### config.mk
export PLATFORM = sky130hd
export DESIGN_NAME = cpu_clock_source_switch
export DESIGN_NICKNAME = d
export VERILOG_FILES = /design/src/rtl/clk_switch_pkg.sv /design/src/rtl/clk_switch_tracker.sv /design/src/rtl/cpu_clock_source_switch.sv
export SDC_FILE = /design/constraint.sdc
export NUM_CORES = 1
export LEC_CHECK = 0
export ABC_AREA = 0
export BUFFER_PORTS_ARGS = -buffer_cell sky130_fd_sc_hd__buf_4
export CAP_MARGIN = 20
export CORE_UTILIZATION = 55
export CTS_BUF_LIST = sky130_fd_sc_hd__clkbuf_4 sky130_fd_sc_hd__clkbuf_8 sky130_fd_sc_hd__clkbuf_16
export DETAILED_ROUTE_END_ITERATION = 8
export HOLD_SLACK_MARGIN = 0.02
export PLACE_DENSITY = 0.82
export SYNTH_ARGS = -nofsm -noshare
export SYNTH_HDL_FRONTEND = slang
export SYNTH_SLANG_ARGS = --single-unit
export TNS_END_PERCENT = 30
### constraint.sdc
create_clock -name MCLK_I -period 6.4 [get_ports MCLK_I]
set_clock_uncertainty 0.2 [all_clocks]
set_input_delay 0.32 -clock MCLK_I [delete_from_list [all_inputs] [get_ports MCLK_I]]
set_output_delay 0.32 -clock MCLK_I [all_outputs]
set_load 0.02 [all_outputs]
### src/rtl/clk_switch_pkg.sv
// package: register map, field positions, reset values and timing counts of the clock switch
package clk_switch_pkg;

  // ---------------------------------------------------------------
  // register byte offsets (one aligned word each)
  // ---------------------------------------------------------------
  localparam logic [7:0] SUBSYSTEM_CLOCK_SELECT_OFS = 8'h00;
  localparam logic [7:0] SYSTEM_CLOCK_CONTROL_OFS = 8'h04;
  localparam logic [7:0] CLOCK_STATUS_CONTROL_OFS = 8'h08;
  localparam logic [7:0] CLOCK_MODE_CONTROL_OFS = 8'h0c;
  localparam logic [7:0] OSC_STAB_TIME_SELECT_OFS = 8'h10;
  localparam logic [7:0] OSC_STAB_COUNTER_STATUS_OFS = 8'h14;
  localparam logic [7:0] SUBCLOCK_SUPPLY_MODE_OFS = 8'h18;

  // ---------------------------------------------------------------
  // subsystem clock select fields
  // ---------------------------------------------------------------
  localparam int LOW_SPEED_OSC_SELECT_BIT = 0;

  // ---------------------------------------------------------------
  // system clock control fields
  // ---------------------------------------------------------------
  localparam int CPU_CLOCK_STATUS_BIT = 7;
  localparam int CPU_CLOCK_SOURCE_SELECT_BIT = 6;
  localparam int MAIN_CLOCK_STATUS_BIT = 5;
  localparam int MAIN_CLOCK_SELECT_BIT = 4;
  localparam int ON_CHIP_CLOCK_STATUS_BIT = 1;
  localparam int ON_CHIP_CLOCK_SELECT_BIT = 0;

  // ---------------------------------------------------------------
  // clock status control fields
  // ---------------------------------------------------------------
  localparam int MAIN_OSC_STOP_BIT = 7;
  localparam int SUB_OSC_STOP_BIT = 6;
  localparam int MID_SPEED_OSC_ENABLE_BIT = 1;
  localparam int HIGH_SPEED_OSC_STOP_BIT = 0;

  // ---------------------------------------------------------------
  // clock mode control fields
  // ---------------------------------------------------------------
  localparam int EXTERNAL_MAIN_CLOCK_BIT = 7;
  localparam int MAIN_OSC_MODE_BIT = 6;
  localparam int EXTERNAL_SUBCLOCK_BIT = 5;
  localparam int SUB_OSC_MODE_BIT = 4;
  localparam int SUB_OSC_DRIVE_HI_BIT = 2;
  localparam int SUB_OSC_DRIVE_LO_BIT = 1;
  localparam int MAIN_OSC_HIGH_GAIN_BIT = 0;

  // ---------------------------------------------------------------
  // subclock supply mode fields
  // ---------------------------------------------------------------
  localparam int LOW_POWER_SUB_SUPPLY_BIT = 7;
  localparam int INTERVAL_TIMER_CLOCK_SELECT_BIT = 4;

  // ---------------------------------------------------------------
  // writable masks and reset values
  // ---------------------------------------------------------------
  localparam logic [7:0] SUBSYSTEM_CLOCK_SELECT_MASK = 8'h01;
  localparam logic [7:0] SYSTEM_CLOCK_CONTROL_MASK = 8'h51;
  localparam logic [7:0] CLOCK_STATUS_CONTROL_MASK = 8'hc3;
  localparam logic [7:0] CLOCK_MODE_CONTROL_MASK = 8'hf7;
  localparam logic [7:0] OSC_STAB_TIME_SELECT_MASK = 8'h07;
  localparam logic [7:0] SUBCLOCK_SUPPLY_MODE_MASK = 8'h90;
  localparam logic [7:0] SUBSYSTEM_CLOCK_SELECT_RST = 8'h00;
  localparam logic [7:0] SYSTEM_CLOCK_CONTROL_RST = 8'h00;
  localparam logic [7:0] CLOCK_STATUS_CONTROL_RST = 8'hc0;
  localparam logic [7:0] CLOCK_MODE_CONTROL_RST = 8'h00;
  localparam logic [7:0] OSC_STAB_TIME_SELECT_RST = 8'h07;
  localparam logic [7:0] SUBCLOCK_SUPPLY_MODE_RST = 8'h00;

  // ---------------------------------------------------------------
  // timing: main crystal stabilisation counter and switch delay
  // ---------------------------------------------------------------
  localparam int STAB_COUNT_WIDTH = 19;
  localparam int SWITCH_SYNC_CYCLES = 4;
  localparam logic [2:0] STAB_TIME_SEL_WIDEST = 3'h7;

  // ---------------------------------------------------------------
  // active cpu/peripheral clock source
  // ---------------------------------------------------------------
  typedef enum logic [1:0] {
    SRC_HIGH_SPEED = 2'b00,
    SRC_MID_SPEED = 2'b01,
    SRC_MAIN_OSC = 2'b10,
    SRC_SUBSYSTEM = 2'b11
  } clk_src_e;

endpackage

### src/rtl/clk_switch_tracker.sv
// module: status tracker that follows a clock select once the target clock runs
`timescale 1ns/1ps
module clk_switch_tracker
  import clk_switch_pkg::*;
#(
  parameter int SYNC_CYCLES = SWITCH_SYNC_CYCLES
) (
  input wire logic clk_i,
  input wire logic rst_n_i,
  input wire logic req_i,
  input wire logic target_ok_i,
  output logic status_o
);

  localparam int CW = $clog2(SYNC_CYCLES + 1);
  localparam logic [CW-1:0] LAST = CW'(SYNC_CYCLES - 1);

  logic [CW-1:0] cnt_r;
  logic [CW-1:0] cnt_nxt;
  logic status_nxt;
  wire pending = (req_i != status_o) && target_ok_i;
  wire done = pending && (cnt_r == LAST);

  // -------------------------------------------------------------
  // a switch waits for a running target, so a dead clock never stalls the cpu
  // -------------------------------------------------------------
  assign cnt_nxt = done ? '0 : (pending ? cnt_r + CW'(1) : '0);
  assign status_nxt = done ? req_i : status_o;

  always_ff @(posedge clk_i or negedge rst_n_i) begin
    if (!rst_n_i) begin
      cnt_r <= '0;
      status_o <= 1'b0;
    end else begin
      cnt_r <= cnt_nxt;
      status_o <= status_nxt;
    end
  end

endmodule

### src/rtl/cpu_clock_source_switch.sv
// module: cpu clock source switch with oscillator control and avalon register slave
//
// Local design decisions: the Avalon-MM slave port and the register offsets.
`timescale 1ns/1ps

// What this block does
// - low-speed select bit starts low-speed oscillator
// - source select bit picks subsystem clock
// - cpu status bit shows subsystem clock running
// - mid-speed enable bit runs or stops oscillator
// - main mode bits pick crystal or external
// - three-bit field picks main stabilisation time
// - clearing main stop bit starts main oscillator
// - counter status reports elapsed main stabilisation
// - main select bit picks high-speed system clock
// - main status bit shows high-speed system clock
// - timer select bit clocks interval timer low-speed
// - low-power bit limits subsystem clock in standby
// - sub mode bits pick sub crystal or external
// - clearing sub stop bit starts sub oscillator
// - high-speed stop bit stops on-chip oscillator
// - on-chip select picks mid or high speed
module cpu_clock_source_switch
  import clk_switch_pkg::*;
#(
  parameter int SYNC_CYCLES = SWITCH_SYNC_CYCLES
) (
  input wire logic MCLK_I,
  input wire logic RSTN_I,
  input wire logic [7:0] AVS_ADDRESS_I,
  input wire logic AVS_READ_I,
  input wire logic AVS_WRITE_I,
  input wire logic [31:0] AVS_WRITEDATA_I,
  input wire logic [3:0] AVS_BYTEENABLE_I,
  output logic [31:0] AVS_READDATA_O,
  output logic AVS_WAITREQUEST_O,
  input wire logic MAIN_OSC_TICK_I,
  input wire logic STANDBY_I,
  output logic HIGH_SPEED_OSC_EN_O,
  output logic MID_SPEED_OSC_EN_O,
  output logic LOW_SPEED_OSC_EN_O,
  output logic MAIN_CRYSTAL_OSC_EN_O,
  output logic EXTERNAL_MAIN_CLOCK_O,
  output logic MAIN_OSC_HIGH_GAIN_O,
  output logic SUB_CRYSTAL_OSC_EN_O,
  output logic EXTERNAL_SUBCLOCK_O,
  output logic [1:0] SUB_OSC_DRIVE_O,
  output logic [1:0] CPU_PERIPHERAL_CLOCK_SRC_O,
  output logic SUBSYSTEM_USES_LOW_SPEED_O,
  output logic INTERVAL_TIMER_LOW_SPEED_O,
  output logic RTC_SUB_CLK_EN_O,
  output logic TIMER_SUB_CLK_EN_O,
  output logic PERIPH_SUB_CLK_EN_O
);

  // -------------------------------------------------------------
  // reset release
  // -------------------------------------------------------------
  logic rst_sync1_r;
  logic rst_n;

  always_ff @(posedge MCLK_I or negedge RSTN_I) begin
    if (!RSTN_I) begin
      rst_sync1_r <= 1'b0;
      rst_n <= 1'b0;
    end else begin
      rst_sync1_r <= 1'b1;
      rst_n <= rst_sync1_r;
    end
  end

  // -------------------------------------------------------------
  // register storage
  // -------------------------------------------------------------
  logic [7:0] sub_sel_r;
  logic [7:0] sys_ctl_r;
  logic [7:0] stat_ctl_r;
  logic [7:0] mode_ctl_r;
  logic [7:0] stab_sel_r;
  logic [7:0] supply_r;
  logic [STAB_COUNT_WIDTH-1:0] stab_cnt_r;
  logic [STAB_COUNT_WIDTH-1:0] stab_cnt_nxt;
  logic cpu_clock_status;
  logic main_clock_status;
  logic on_chip_clock_status;

  // -------------------------------------------------------------
  // avalon slave: one wait cycle, then the answer edge
  // -------------------------------------------------------------
  logic ack_r;
  logic wait_r;
  logic [31:0] rdata_r;
  logic [31:0] rdata_nxt;
  wire req = AVS_READ_I || AVS_WRITE_I;
  wire wr_take = AVS_WRITE_I && ack_r && AVS_BYTEENABLE_I[0];
  wire rd_fetch = req && !ack_r;
  wire [7:0] wd = AVS_WRITEDATA_I[7:0];

  wire sel_sub = (AVS_ADDRESS_I == SUBSYSTEM_CLOCK_SELECT_OFS);
  wire sel_sys = (AVS_ADDRESS_I == SYSTEM_CLOCK_CONTROL_OFS);
  wire sel_stat = (AVS_ADDRESS_I == CLOCK_STATUS_CONTROL_OFS);
  wire sel_mode = (AVS_ADDRESS_I == CLOCK_MODE_CONTROL_OFS);
  wire sel_stsel = (AVS_ADDRESS_I == OSC_STAB_TIME_SELECT_OFS);
  wire sel_stcnt = (AVS_ADDRESS_I == OSC_STAB_COUNTER_STATUS_OFS);
  wire sel_supply = (AVS_ADDRESS_I == SUBCLOCK_SUPPLY_MODE_OFS);

  // -------------------------------------------------------------
  // field views
  // -------------------------------------------------------------
  wire low_speed_osc_select = sub_sel_r[LOW_SPEED_OSC_SELECT_BIT];
  wire cpu_clock_source_select = sys_ctl_r[CPU_CLOCK_SOURCE_SELECT_BIT];
  wire main_clock_select = sys_ctl_r[MAIN_CLOCK_SELECT_BIT];
  wire on_chip_clock_select = sys_ctl_r[ON_CHIP_CLOCK_SELECT_BIT];
  wire main_osc_stop = stat_ctl_r[MAIN_OSC_STOP_BIT];
  wire sub_osc_stop = stat_ctl_r[SUB_OSC_STOP_BIT];
  wire mid_speed_osc_enable = stat_ctl_r[MID_SPEED_OSC_ENABLE_BIT];
  wire high_speed_osc_stop = stat_ctl_r[HIGH_SPEED_OSC_STOP_BIT];
  wire external_main_clock = mode_ctl_r[EXTERNAL_MAIN_CLOCK_BIT];
  wire main_osc_mode = mode_ctl_r[MAIN_OSC_MODE_BIT];
  wire external_subclock = mode_ctl_r[EXTERNAL_SUBCLOCK_BIT];
  wire sub_osc_mode = mode_ctl_r[SUB_OSC_MODE_BIT];
  wire low_power_sub_supply = supply_r[LOW_POWER_SUB_SUPPLY_BIT];
  wire interval_timer_clock_select = supply_r[INTERVAL_TIMER_CLOCK_SELECT_BIT];

  // -------------------------------------------------------------
  // oscillator enables
  // -------------------------------------------------------------
  // the timer clock choice keeps the low-speed oscillator alive on its own
  wire ls_run = low_speed_osc_select || interval_timer_clock_select;
  wire ms_run = mid_speed_osc_enable;
  wire hs_run = !high_speed_osc_stop;
  wire main_run = main_osc_mode && !main_osc_stop;
  wire main_ext = main_osc_mode && external_main_clock;
  wire sub_run = sub_osc_mode && !sub_osc_stop;
  wire sub_ext = sub_osc_mode && external_subclock;

  // -------------------------------------------------------------
  // main crystal stabilisation counter
  // -------------------------------------------------------------
  // the counter only counts crystal ticks; an external clock needs no wait
  wire stab_counting = main_run && !main_ext;
  wire [7:0] stab_elapsed_flags = {
    |stab_cnt_r[STAB_COUNT_WIDTH-1:8],
    |stab_cnt_r[STAB_COUNT_WIDTH-1:9],
    |stab_cnt_r[STAB_COUNT_WIDTH-1:10],
    |stab_cnt_r[STAB_COUNT_WIDTH-1:11],
    |stab_cnt_r[STAB_COUNT_WIDTH-1:13],
    |stab_cnt_r[STAB_COUNT_WIDTH-1:15],
    |stab_cnt_r[STAB_COUNT_WIDTH-1:17],
    stab_cnt_r[STAB_COUNT_WIDTH-1]
  };

  // selected wait: 000 -> 2^8 ticks ... 010 -> 2^10 ticks ... 111 -> 2^18 ticks
  wire [2:0] stab_time_sel = stab_sel_r[2:0];
  wire [7:0] stab_flag_rev = {<<{stab_elapsed_flags}};
  wire stab_done = stab_flag_rev[stab_time_sel];
  wire main_ready = main_run && (main_ext || stab_done);

  assign stab_cnt_nxt = !stab_counting ? '0 :
                        (MAIN_OSC_TICK_I && !stab_done) ? stab_cnt_r + STAB_COUNT_WIDTH'(1) :
                        stab_cnt_r;

  // -------------------------------------------------------------
  // source switching trackers
  // -------------------------------------------------------------
  wire on_chip_ok = on_chip_clock_select ? ms_run : hs_run;
  wire onchip_live = on_chip_clock_status ? ms_run : hs_run;
  wire main_ok = main_clock_select ? main_ready : onchip_live;
  wire main_live = main_clock_status ? main_ready : onchip_live;
  // subsystem clock comes from the low-speed oscillator or the sub oscillator
  wire sub_ok = low_speed_osc_select ? ls_run : sub_run;
  wire cpu_ok = cpu_clock_source_select ? sub_ok : main_live;

  clk_switch_tracker #(
    .SYNC_CYCLES(SYNC_CYCLES)
  ) u_on_chip (
    .clk_i(MCLK_I),
    .rst_n_i(rst_n),
    .req_i(on_chip_clock_select),
    .target_ok_i(on_chip_ok),
    .status_o(on_chip_clock_status)
  );

  clk_switch_tracker #(
    .SYNC_CYCLES(SYNC_CYCLES)
  ) u_main (
    .clk_i(MCLK_I),
    .rst_n_i(rst_n),
    .req_i(main_clock_select),
    .target_ok_i(main_ok),
    .status_o(main_clock_status)
  );

  clk_switch_tracker #(
    .SYNC_CYCLES(SYNC_CYCLES)
  ) u_cpu (
    .clk_i(MCLK_I),
    .rst_n_i(rst_n),
    .req_i(cpu_clock_source_select),
    .target_ok_i(cpu_ok),
    .status_o(cpu_clock_status)
  );

  // -------------------------------------------------------------
  // register writes
  // -------------------------------------------------------------
  logic [7:0] sys_ctl_wd;
  // main select ignores writes while the cpu sits on the subsystem clock
  assign sys_ctl_wd = cpu_clock_status ?
                      ((wd & ~(8'h01 << MAIN_CLOCK_SELECT_BIT)) | (sys_ctl_r & (8'h01 << MAIN_CLOCK_SELECT_BIT))) :
                      wd;

  always_ff @(posedge MCLK_I or negedge rst_n) begin
    if (!rst_n) begin
      sub_sel_r <= SUBSYSTEM_CLOCK_SELECT_RST;
      sys_ctl_r <= SYSTEM_CLOCK_CONTROL_RST;
      stat_ctl_r <= CLOCK_STATUS_CONTROL_RST;
      mode_ctl_r <= CLOCK_MODE_CONTROL_RST;
      stab_sel_r <= OSC_STAB_TIME_SELECT_RST;
      supply_r <= SUBCLOCK_SUPPLY_MODE_RST;
    end else if (wr_take) begin
      if (sel_sub) sub_sel_r <= wd & SUBSYSTEM_CLOCK_SELECT_MASK;
      if (sel_sys) sys_ctl_r <= sys_ctl_wd & SYSTEM_CLOCK_CONTROL_MASK;
      if (sel_stat) stat_ctl_r <= wd & CLOCK_STATUS_CONTROL_MASK;
      if (sel_mode) mode_ctl_r <= wd & CLOCK_MODE_CONTROL_MASK;
      if (sel_stsel) stab_sel_r <= wd & OSC_STAB_TIME_SELECT_MASK;
      if (sel_supply) supply_r <= wd & SUBCLOCK_SUPPLY_MODE_MASK;
    end
  end

  always_ff @(posedge MCLK_I or negedge rst_n) begin
    if (!rst_n) begin
      stab_cnt_r <= '0;
    end else begin
      stab_cnt_r <= stab_cnt_nxt;
    end
  end

  // -------------------------------------------------------------
  // register reads
  // -------------------------------------------------------------
  wire [7:0] sys_ctl_view = {cpu_clock_status, sys_ctl_r[6], main_clock_status,
                             sys_ctl_r[4:2], on_chip_clock_status, sys_ctl_r[0]};

  logic [7:0] rd_byte;
  assign rd_byte = sel_sub ? sub_sel_r :
                   sel_sys ? sys_ctl_view :
                   sel_stat ? stat_ctl_r :
                   sel_mode ? mode_ctl_r :
                   sel_stsel ? stab_sel_r :
                   sel_stcnt ? stab_elapsed_flags :
                   sel_supply ? supply_r :
                   8'h00;
  assign rdata_nxt = rd_fetch ? {24'h000000, rd_byte} : rdata_r;

  // the answer edge follows the fetch edge, so read data never move under the master
  always_ff @(posedge MCLK_I or negedge rst_n) begin
    if (!rst_n) begin
      ack_r <= 1'b0;
      wait_r <= 1'b1;
      rdata_r <= 32'h00000000;
    end else begin
      ack_r <= rd_fetch;
      wait_r <= !rd_fetch;
      rdata_r <= rdata_nxt;
    end
  end

  assign AVS_READDATA_O = rdata_r;
  assign AVS_WAITREQUEST_O = wait_r;

  // -------------------------------------------------------------
  // clock source and supply outputs
  // -------------------------------------------------------------
  clk_src_e src_nxt;
  assign src_nxt = cpu_clock_status ? SRC_SUBSYSTEM :
                   main_clock_status ? SRC_MAIN_OSC :
                   on_chip_clock_status ? SRC_MID_SPEED : SRC_HIGH_SPEED;

  // with the low-power bit set, in standby on the subsystem clock only rtc and interval timer keep it
  wire sub_standby = low_power_sub_supply && cpu_clock_status && STANDBY_I;

  always_ff @(posedge MCLK_I or negedge rst_n) begin
    if (!rst_n) begin
      HIGH_SPEED_OSC_EN_O <= 1'b0;
      MID_SPEED_OSC_EN_O <= 1'b0;
      LOW_SPEED_OSC_EN_O <= 1'b0;
      MAIN_CRYSTAL_OSC_EN_O <= 1'b0;
      EXTERNAL_MAIN_CLOCK_O <= 1'b0;
      MAIN_OSC_HIGH_GAIN_O <= 1'b0;
      SUB_CRYSTAL_OSC_EN_O <= 1'b0;
      EXTERNAL_SUBCLOCK_O <= 1'b0;
      SUB_OSC_DRIVE_O <= 2'h0;
      CPU_PERIPHERAL_CLOCK_SRC_O <= 2'h0;
      SUBSYSTEM_USES_LOW_SPEED_O <= 1'b0;
      INTERVAL_TIMER_LOW_SPEED_O <= 1'b0;
      RTC_SUB_CLK_EN_O <= 1'b0;
      TIMER_SUB_CLK_EN_O <= 1'b0;
      PERIPH_SUB_CLK_EN_O <= 1'b0;
    end else begin
      HIGH_SPEED_OSC_EN_O <= hs_run;
      MID_SPEED_OSC_EN_O <= ms_run;
      LOW_SPEED_OSC_EN_O <= ls_run;
      MAIN_CRYSTAL_OSC_EN_O <= main_run && !main_ext;
      EXTERNAL_MAIN_CLOCK_O <= main_run && main_ext;
      MAIN_OSC_HIGH_GAIN_O <= mode_ctl_r[MAIN_OSC_HIGH_GAIN_BIT];
      SUB_CRYSTAL_OSC_EN_O <= sub_run && !sub_ext;
      EXTERNAL_SUBCLOCK_O <= sub_run && sub_ext;
      SUB_OSC_DRIVE_O <= {mode_ctl_r[SUB_OSC_DRIVE_HI_BIT], mode_ctl_r[SUB_OSC_DRIVE_LO_BIT]};
      CPU_PERIPHERAL_CLOCK_SRC_O <= src_nxt;
      SUBSYSTEM_USES_LOW_SPEED_O <= low_speed_osc_select;
      INTERVAL_TIMER_LOW_SPEED_O <= interval_timer_clock_select;
      RTC_SUB_CLK_EN_O <= sub_ok;
      TIMER_SUB_CLK_EN_O <= sub_ok;
      PERIPH_SUB_CLK_EN_O <= sub_ok && !sub_standby;
    end
  end

endmodule

==> flow_metrics.py, run 1 <==
metrics = {
    "place": {
        "dp_hpwl_um": 5720,
        "place.gp.congestion": 0.8671,
        "numPortBuffers": 47,
    },
    "clock_network": {
        "clk_path_buf_depth": 2,
        "path_clk_slew_ps": 80,
        "numCtsBuffers": 9,
        "htreeDepth": 3,
        "cts_resized": 0,
        "cts_tree": "done",
        "clock_sinks": 79,
        "clk_latency_ps": 350,
        "cts_root_buf": "clkbuf_8",
    },
    "timing": {
        "rsz0062_at_grt": "false",
        "period_minus_slack_ps": 2552,
        "fin_crit_sh_pct": 39.88,
        "final_hold_viol_count": 0,
        "tns_ps": 0,
        "fmax_ghz": 0.3918,
        "tightest_slew_ps": 843.5,
        "finalMaxSlewViolations": 0,
        "slew_headroom_pct": 43.76,
        "setup_violations": 0,
    },
    "layout": {
        "fin_util_pct": 66.54,
        "finalNetCount": 491,
        "final_layout_size_suffix_gt1_share_pct": 23.23,
        "num_antenna_cells": 0,
        "syn_to_final_growth_pct": 15.75,
    },
    "drt": {
        "met3_length_um": 612,
        "wirelength_um": 8282,
        "num_vias": 3074,
        "met1_length_um": 3833,
        "routedWlPerCell_um": 15.48,
        "drtIter0Drc": 282,
        "viasPerCell": 5.746,
        "dr.pass1.iters": 5,
        "drtAntennaViolNets": 0,
        "drt_drc_violations_left": 0,
        "topRoutingLayerUsed": "met4",
        "met2_wirelength_um": 3749,
    },
    "logic_synthesis": {
        "synth_warnings": 0,
        "synthCells": 382,
        "ys_types": 63,
        "synth_ff_type": "dfrtp_1",
        "synth-edff-count": 0,
        "synth_top_area_share_pct": 46.26,
        "synth_area_leader_cell": "dfrtp_1",
        "synth-seq-area-share_pct": 50.25,
        "syn_area_um2": 3949,
        "ys_seq_elements": 79,
        "ys_top_cells_by_area": "dfrtp_1 (46%), mux2_2 (5.1%), buf_4 (4.8%), a21oi_1 (4.1%), dfstp_2 (4.0%)",
        "async_flop_share_pct": 100.0,
        "avgSynthCellArea_um2": 10.34,
    },
    "floorplanning": {
        "core.rowCount": 30,
        "initial_utilization_pct": 57.49,
        "coreArea_um2": 6869,
        "ioPinCount": 100,
        "fp.dieW_um": 86.73,
        "dieArea_um2": 7522,
        "dieHeight_um": 86.73,
    },
    "min_path": {
        "min_path_type": "input port to flip-flop",
    },
    "global_routing": {
        "grt_pass1_vias": 2856,
        "grt-ovfl-total": 0,
        "grt_usage_pct": 23.93,
        "antenna_found_initial": 0,
        "grt_start_max_net_pins": 53,
        "grt_pass1_wl_um": 13720,
    },
    "worst_setup_path": {
        "cp-start-kind": "flip-flop",
        "path_max_fanout": 33,
        "endpoint_kind": "flip-flop",
        "required_ps": 6460,
        "path_class": "flip-flop to flip-flop",
        "critical_path_arrival_ps": 2610,
        "r2r_setup_slack_ps": 3850,
    },
    "pwr": {
        "p_per_area_nw_per_um2": 221.2,
        "peakVddDrop_mv": 0.1181,
        "leakage_nw": 2.034,
    },
    "flow_run": {
        "maxCapViolations": 0,
    },
    "status": {
        "status": "complete, no violations",
    },
}
final cells by class:
type                            instances  area [um2]
Fill cell                             554        2298
Sequential cell                        79        1986
Multi-Input combinational cell        271        1742
Timing Repair Buffer                   56       440.4
Clock buffer                            9       123.9
Tap cell                               96       120.1
Clock inverter                          7       95.09
Inverter                               17       63.81
per-stage QoR:
stage	power [mW]	std cells	instance area [um2]	worst slack, ps	hold slack, ps
2_1_floorplan	0.5883	405	4035	3847	-175.6
3_3_place_gp	0.6062	511	4272	3928	-96.99
3_5_place_dp	0.6090	511	4272	3907	-95.04
4_1_cts	1.016	535	4571	3887	27.38
5_1_grt	1.047	535	4571	3711	36.18
6_report	1.011	535	4571	3848	36.22
cells in the mapped netlist, types with 2 or more instances:
cell type / count
dfrtp_1: 73
a21oi_1: 32
nand2_1: 26
buf_4: 25
nor2_1: 25
mux2_2: 18
o21ai_0: 18
inv_1: 16
clkbuf_1: 10
nand3_1: 10
or3_1: 10
nand2b_1: 9
o31ai_1: 9
or4_1: 9
ha_1: 7
a31oi_1: 6
dfstp_2: 6
nor3_1: 5
and2_1: 4
nand4_1: 4
or2_2: 4
nor2b_1: 3
a211oi_1: 2
a21o_1: 2
a2bb2oi_1: 2
a32o_1: 2
and3b_1: 2
conb_1: 2
mux2_1: 2
mux2i_1: 2
nor3b_1: 2
nor4_1: 2
o21a_1: 2
o21bai_1: 2
timing repair:
action,CTS,global route
hold buffers,8,0
hold endpoints to repair,17,0
buffers inserted,0,0
per-layer routing:
metal	global-route usage, %	up-vias
li1	-	1435
met1	34.34	1490
met2	35.79	141
met3	6.286	8
met4	7.273	0
met5	0	-
state kept, by name (all words and copies together), names as in the netlist, 2 cells and up:
| signal | cells |
|---|---|
| AVS_READDATA_O | 8 |
| CPU_PERIPHERAL_CLOCK_SRC_O | 2 |
| SUB_OSC_DRIVE_O | 2 |
| mode_ctl_r | 7 |
| stab_cnt_r | 19 |
| stab_sel_r | 3 |
| stat_ctl_r | 4 |
| supply_r | 2 |
| sys_ctl_r | 3 |
| u_cpu.cnt_r | 3 |
| u_main.cnt_r | 3 |
| u_on_chip.cnt_r | 3 |
critical path, cell delays in order (launching register included):
cell and delay, ps:
dfrtp_1 450, nor4_4 430, and3_4 280, a32oi_4 320, or4_1 610, a21oi_1 160
path summary, 6_finish.rpt:
| check | startpoint | endpoint | cells past startpoint |
|---|---|---|---|
| min reg2reg | rst_n | u_on_chip.cnt_r[1] | 0 |
| min in group asynchronous | rst_n | u_on_chip.cnt_r[1] | 0 |
| max | stab_cnt_r[17] | stab_cnt_r[7] | 5 |
| min | AVS_WRITEDATA_I[0] | stab_sel_r[0] | 2 |
| max in group asynchronous | rst_n | stab_cnt_r[10] | 1 |
| max reg2reg | stab_cnt_r[17] | stab_cnt_r[7] | 5 |
cell usage in the layout, fill, tap and decap left out, types with 5 or more instances in the layout:
cell            n
dlygate4sd3_1   8
dfrtp_1        72
nand2b_1        9
a31oi_1         6
dfstp_2         6
clkbuf_8        9
nor3_1          5
a21oi_1        32
ha_1            7
o31ai_1         9
buf_4          48
inv_1          16
nor2_1         25
or3_1          10
o21ai_0        18
mux2_2         18
conb_1         25
or4_1           9
nand3_1        10
nand2_1        26
where the power goes:
part | leakage [nW] | total [mW] | switching, mW | internal (mW)
logic | 0.866 | 0.0859 | 0.0549 | 0.0310
clock network | 0.110 | 0.408 | 0.188 | 0.220
registers | 1.06 | 0.517 | 0.00885 | 0.509
cells by family (layout without fill, tap and decap cells):
family	count (synthesis)	in the layout	share of synthesized area, %
and+or+nand+nor	125	125	17.68
AOI/OAI and AO/OA	90	90	14.83
DFF	79	79	50.25
buffers and inverters	55	89	7.826
muxes	23	23	6.781
adders and majority gates	7	7	2.218
other	2	25	0.1902
xor gates and xnor gates	1	1	0.2218
Power figures use the tool's default switching activity.
==> run 2, diff against run 1 <==
--- a/config.mk
+++ b/config.mk
@@ -8,11 +8,11 @@
 export ABC_AREA = 0
 export BUFFER_PORTS_ARGS = -buffer_cell sky130_fd_sc_hd__buf_4
 export CAP_MARGIN = 20
-export CORE_UTILIZATION = 55
+export CORE_UTILIZATION = 48
 export CTS_BUF_LIST = sky130_fd_sc_hd__clkbuf_4 sky130_fd_sc_hd__clkbuf_8 sky130_fd_sc_hd__clkbuf_16
 export DETAILED_ROUTE_END_ITERATION = 8
 export HOLD_SLACK_MARGIN = 0.02
-export PLACE_DENSITY = 0.82
+export PLACE_DENSITY = 0.76
 export SYNTH_ARGS = -nofsm -noshare
 export SYNTH_HDL_FRONTEND = slang
 export SYNTH_SLANG_ARGS = --single-unit
==> constraint.sdc (replaced) <==
create_clock -name MCLK_I -period 2.2 [get_ports MCLK_I]
set_clock_uncertainty 0.2 [all_clocks]
set_input_delay 0.11 -clock MCLK_I [delete_from_list [all_inputs] [get_ports MCLK_I]]
set_output_delay 0.11 -clock MCLK_I [all_outputs]
set_load 0.02 [all_outputs]
==> flow_metrics.py, run 2 (same netlist as run 1, synthesis figures left out) <==
metrics = {
    "drt": {
        "drtAntennaViolNets": 0,
        "drtIter0Drc": 263,
        "met3_length_um": 477,
        "drt_drc_violations_left": 0,
        "met1_length_um": 4247,
        "wirelength_um": 9316,
        "num_vias": 3246,
        "viasPerCell": 5.558,
        "dr.pass1.iters": 5,
        "routedWlPerCell_um": 15.95,
        "topRoutingLayerUsed": "met4",
        "met2_wirelength_um": 4407,
    },
    "clock_network": {
        "numCtsBuffers": 9,
        "htreeDepth": 3,
        "clk_latency_ps": 360,
        "cts_tree": "done",
        "cts_root_buf": "clkbuf_8",
        "clock_sinks": 79,
        "path_clk_slew_ps": 90,
        "clk_path_buf_depth": 2,
    },
    "place": {
        "numPortBuffers": 47,
        "place.gp.congestion": 0.8884,
        "placed_cell_area_um2": 4512,
        "pre_cts_ws_ps": -148.3,
        "dp_hpwl_um": 6233,
        "dpl.cell_count": 548,
    },
    "status": {
        "status": "complete, but fails checks",
        "violations": "negative setup slack",
    },
    "worst_setup_path": {
        "timing.rr.start": "stab_cnt_r[18]",
        "required_ps": 2260,
        "path_cells": "nor4_4 -> and3_4 -> a32oi_4 -> or4_1 -> a21oi_2",
        "endpoint_kind": "flip-flop",
        "startpoint": "stab_cnt_r[18]",
        "critical_path_arrival_ps": 2340,
        "critPathMaxStageDelay_ps": 540,
        "crit_buf_inv": 0,
        "path_max_fanout": 6,
        "cp-start-kind": "flip-flop",
        "crit_family": "simple AND/OR/NAND/NOR gates",
        "worst_path_max_delay_cell": "or4_1",
        "path_class": "flip-flop to flip-flop",
    },
    "layout": {
        "layout_common_cells": "buf_4 (79), dfrtp_1 (72), nand2_1 (26), nor2_1 (25), conb_1 (25)",
        "syn_to_final_growth_pct": 28.61,
        "finalNetCount": 534,
        "final_common_cell": "buf_4",
        "regArea_um2": 1986,
        "num_antenna_cells": 0,
        "final_area_um2": 5079,
        "top_register": "stab_cnt_r",
        "fin_cells": 584,
        "multi_input_area_um2": 1903,
        "fill_cells": 624,
        "largest_register_ffs": 19,
        "final_layout_size_suffix_gt1_share_pct": 33.40,
    },
    "flow_run": {
        "maxCapViolations": 0,
    },
    "min_path": {
        "min-delay-start": "AVS_READ_I",
        "min_path_type": "input port to flip-flop",
    },
    "floorplanning": {
        "coreArea_um2": 7848,
        "dieHeight_um": 92.70,
        "core.rowCount": 32,
        "initial_utilization_pct": 50.32,
        "dieArea_um2": 8593,
        "fp.dieW_um": 92.70,
        "ioPinCount": 100,
    },
    "global_routing": {
        "grt_start_max_net_pins": 37,
        "grt_usage_pct": 23.43,
        "grt_pass1_vias": 3109,
        "grt_pass1_wl_um": 15480,
        "antenna_found_initial": 0,
        "grt-ovfl-total": 0,
    },
    "pwr": {
        "peakVddDrop_mv": 0.3427,
        "leakage_nw": 2.256,
        "p_per_area_nw_per_um2": 593.9,
    },
    "timing": {
        "fmax_ghz": 0.4386,
        "setup_violations": 13,
        "rsz0062_at_grt": "true",
        "tightest_slew_ps": 994.1,
        "period_minus_slack_ps": 2280,
        "final_hold_viol_count": 0,
        "fin_crit_sh_pct": 103.6,
        "slew_headroom_pct": 33.73,
        "setup_ws_ps": -79.77,
        "finalMaxSlewViolations": 0,
    },
}
run 2: tightest hold or removal path: stages:
cell    delay [ps]
buf_4          110
nor2_1          70
or2_2          240
run 2: metal layers:
metal	vias up	global-route usage (%)
met4	0	9.744
met5	-	0
met2	113	36.17
li1	1524	-
met3	19	3.695
met1	1590	32.96
run 2: path summary, 6_finish.rpt:
check	endpoint	slack, ps	depth (start not counted)
max	stab_cnt_r[18]	-80	5
min reg2reg	AVS_READDATA_O[0]	130	1
min in group asynchronous	AVS_READDATA_O[0]	130	1
max in group asynchronous	stab_cnt_r[1]	810	1
max reg2reg	stab_cnt_r[18]	-80	5
min	AVS_WAITREQUEST_O	30	3
run 2: where the power goes:
group | internal [mW] | switching [mW]
logic | 0.116 | 0.178
registers | 1.48 | 0.0169
clock network | 0.651 | 0.575
run 2: stage by stage:
step | TNS [ps] | hold slack [ps] | power (mW) | utilization [%]
finish | -404.8 | 29.66 | 3.016 | 64.72
global route | -2183 | 41.73 | 3.134 | 64.72
CTS | -84.45 | 21.47 | 3.020 | 62.91
detailed placement | -1519 | -306.8 | 1.781 | 57.49
global placement | -780.5 | -307.3 | 1.775 | 57.49
floorplan | 0 | -385.6 | 1.712 | -
run 2: layout make-up:
cell class / count / area share [%]
clock buffer: 9 / 2.439
clock inverter: 7 / 1.996
inverter: 17 / 1.256
multi-input combinational: 273 / 37.47
sequential: 79 / 39.10
tap: 102 / 2.513
timing repair buffer: 97 / 15.23
run 2: repair_timing:
action / CTS / global route
pin swaps: 3 / 17
buffers inserted: 2 / 2
hold buffers: 13 / 0
resized for setup: 5 / 27
setup endpoints to repair: 16 / 20
gates cloned: 2 / 1
hold endpoints to repair: 36 / 0
==> run 3, diff against run 2 <==
--- a/config.mk
+++ b/config.mk
@@ -9,9 +9,9 @@
 export BUFFER_PORTS_ARGS = -buffer_cell sky130_fd_sc_hd__buf_4
 export CAP_MARGIN = 20
 export CORE_UTILIZATION = 48
-export CTS_BUF_LIST = sky130_fd_sc_hd__clkbuf_4 sky130_fd_sc_hd__clkbuf_8 sky130_fd_sc_hd__clkbuf_16
 export DETAILED_ROUTE_END_ITERATION = 8
 export HOLD_SLACK_MARGIN = 0.02
+export MAX_ROUTING_LAYER = met4
 export PLACE_DENSITY = 0.76
 export SYNTH_ARGS = -nofsm -noshare
 export SYNTH_HDL_FRONTEND = slang
==> flow_metrics.py, run 3 (same netlist as run 1, synthesis figures left out) <==
metrics = {
    "layout": {
        "fin_util_pct": 64.72,
        "largest_register_ffs": 19,
        "fin_cells": 584,
        "num_antenna_cells": 0,
        "final_layout_size_suffix_gt1_share_pct": 33.40,
        "final_area_um2": 5079,
        "final_common_cell": "buf_4",
        "top_register": "stab_cnt_r",
        "syn_to_final_growth_pct": 28.61,
        "fill_cells": 624,
        "layout_common_cells": "buf_4 (79), dfrtp_1 (72), nand2_1 (26), nor2_1 (25), conb_1 (25)",
        "finalNetCount": 534,
    },
    "clock_network": {
        "clk_path_buf_depth": 2,
        "clock_sinks": 79,
        "path_clk_slew_ps": 90,
        "numCtsBuffers": 9,
        "clk_latency_ps": 360,
        "cts_tree": "done",
        "htreeDepth": 3,
        "cts_root_buf": "clkbuf_8",
    },
    "worst_setup_path": {
        "worst_path_max_delay_cell": "or4_1",
        "reg2regPathDepth": 5,
        "path_max_fanout": 6,
        "cp-start-kind": "flip-flop",
        "crit_family": "simple AND/OR/NAND/NOR gates",
        "path_cells": "nor4_4 -> and3_4 -> a32oi_4 -> or4_1 -> a21oi_2",
        "r2r_setup_slack_ps": -80,
        "path_depth": 5,
        "path_class": "flip-flop to flip-flop",
        "timing.rr.start": "stab_cnt_r[18]",
        "crit_end": "stab_cnt_r[18]",
        "startpoint": "stab_cnt_r[18]",
        "crit_buf_inv": 0,
        "required_ps": 2270,
        "critPathMaxStageDelay_ps": 540,
        "endpoint_kind": "flip-flop",
        "reg2reg_to": "stab_cnt_r[18]",
        "critical_path_arrival_ps": 2350,
    },
    "timing": {
        "setup_ws_ps": -79.01,
        "fmax_ghz": 0.4388,
        "whs_ps": 29.24,
        "slew_headroom_pct": 33.93,
        "tns_ps": -460.3,
        "setup_violations": 13,
        "final_hold_viol_count": 0,
        "fin_crit_sh_pct": 103.6,
        "rsz0062_at_grt": "true",
        "period_minus_slack_ps": 2279,
        "finalMaxSlewViolations": 0,
        "tightest_slew_ps": 991.1,
    },
    "pwr": {
        "p_per_area_nw_per_um2": 593.8,
        "peakVddDrop_mv": 0.3416,
        "leakage_nw": 2.256,
        "power_mw": 3.016,
    },
    "floorplanning": {
        "coreArea_um2": 7848,
        "dieHeight_um": 92.70,
        "initial_utilization_pct": 50.32,
        "dieArea_um2": 8593,
        "ioPinCount": 100,
        "fp.dieW_um": 92.70,
        "core.rowCount": 32,
    },
    "drt": {
        "drt_drc_violations_left": 0,
        "drtAntennaViolNets": 0,
        "drtIter0Drc": 224,
        "wirelength_um": 9303,
        "dr.pass1.iters": 5,
        "viasPerCell": 5.526,
        "num_vias": 3227,
        "routedWlPerCell_um": 15.93,
    },
    "place": {
        "dp_hpwl_um": 6233,
        "dpl.cell_count": 548,
        "place.gp.congestion": 0.9033,
        "placed_cell_area_um2": 4512,
        "pre_cts_ws_ps": -148.3,
        "numPortBuffers": 47,
    },
    "global_routing": {
        "grt_pass1_vias": 3107,
        "antenna_found_initial": 0,
        "grt_usage_pct": 24.11,
        "grt-ovfl-total": 0,
        "grt_pass1_wl_um": 15500,
        "grt_start_max_net_pins": 37,
    },
    "status": {
        "violations": "negative setup slack",
        "status": "complete, but fails checks",
    },
    "min_path": {
        "min_path_type": "input port to flip-flop",
    },
    "flow_run": {
        "maxCapViolations": 0,
    },
}
[run 3: how the worst min path moves through the flow]
stage                     startpoint           endpoint  cells past startpoint
after detailed placement      RSTN_I        rst_sync1_r                      1
after floorplan               RSTN_I              rst_n                      0
after global routing      AVS_READ_I  AVS_WAITREQUEST_O                      3
final                     AVS_READ_I  AVS_WAITREQUEST_O                      3
after CTS                 AVS_READ_I  AVS_WAITREQUEST_O                      3
after global placement        RSTN_I        rst_sync1_r                      1
[run 3: worst reg2reg max path: stages, from the launching register on]
cell	delay, ps
dfrtp_1	440
nor4_4	370
and3_4	320
a32oi_4	170
or4_1	540
a21oi_2	160
[run 3: area by class of cell]
class	count	area (um2)	area share [%]
Sequential cell	79	1986	39.10
Multi-Input combinational cell	273	1903	37.47
Timing Repair Buffer	97	773.2	15.23
Tap cell	102	127.6	2.513
Clock buffer	9	123.9	2.439
Clock inverter	7	101.3	1.996
Inverter	17	63.81	1.256
[run 3: power by group]
part,leakage (nW),total (mW),switching [mW],internal (mW)
combinational,1.09,0.294,0.178,0.116
clock,0.107,1.23,0.575,0.650
sequential,1.06,1.50,0.0169,1.48
[run 3: what timing repair did]
action                                 CTS  global route
buffers inserted                         2             2
setup endpoints to repair               16            20
hold buffers                            13             0
endpoints found under the hold margin   36             0
pin swaps                                3            17
gates resized for setup                  5            27
cloned                                   2             1
[run 3: metal layers]
metal	share of wire, %	vias up	GRT usage [%]
li1	-	1525	-
met4	2.1	0	9.744
met5	0	-	-
met3	4.7	25	3.530
met1	46	1569	33.01
met2	47	108	36.30
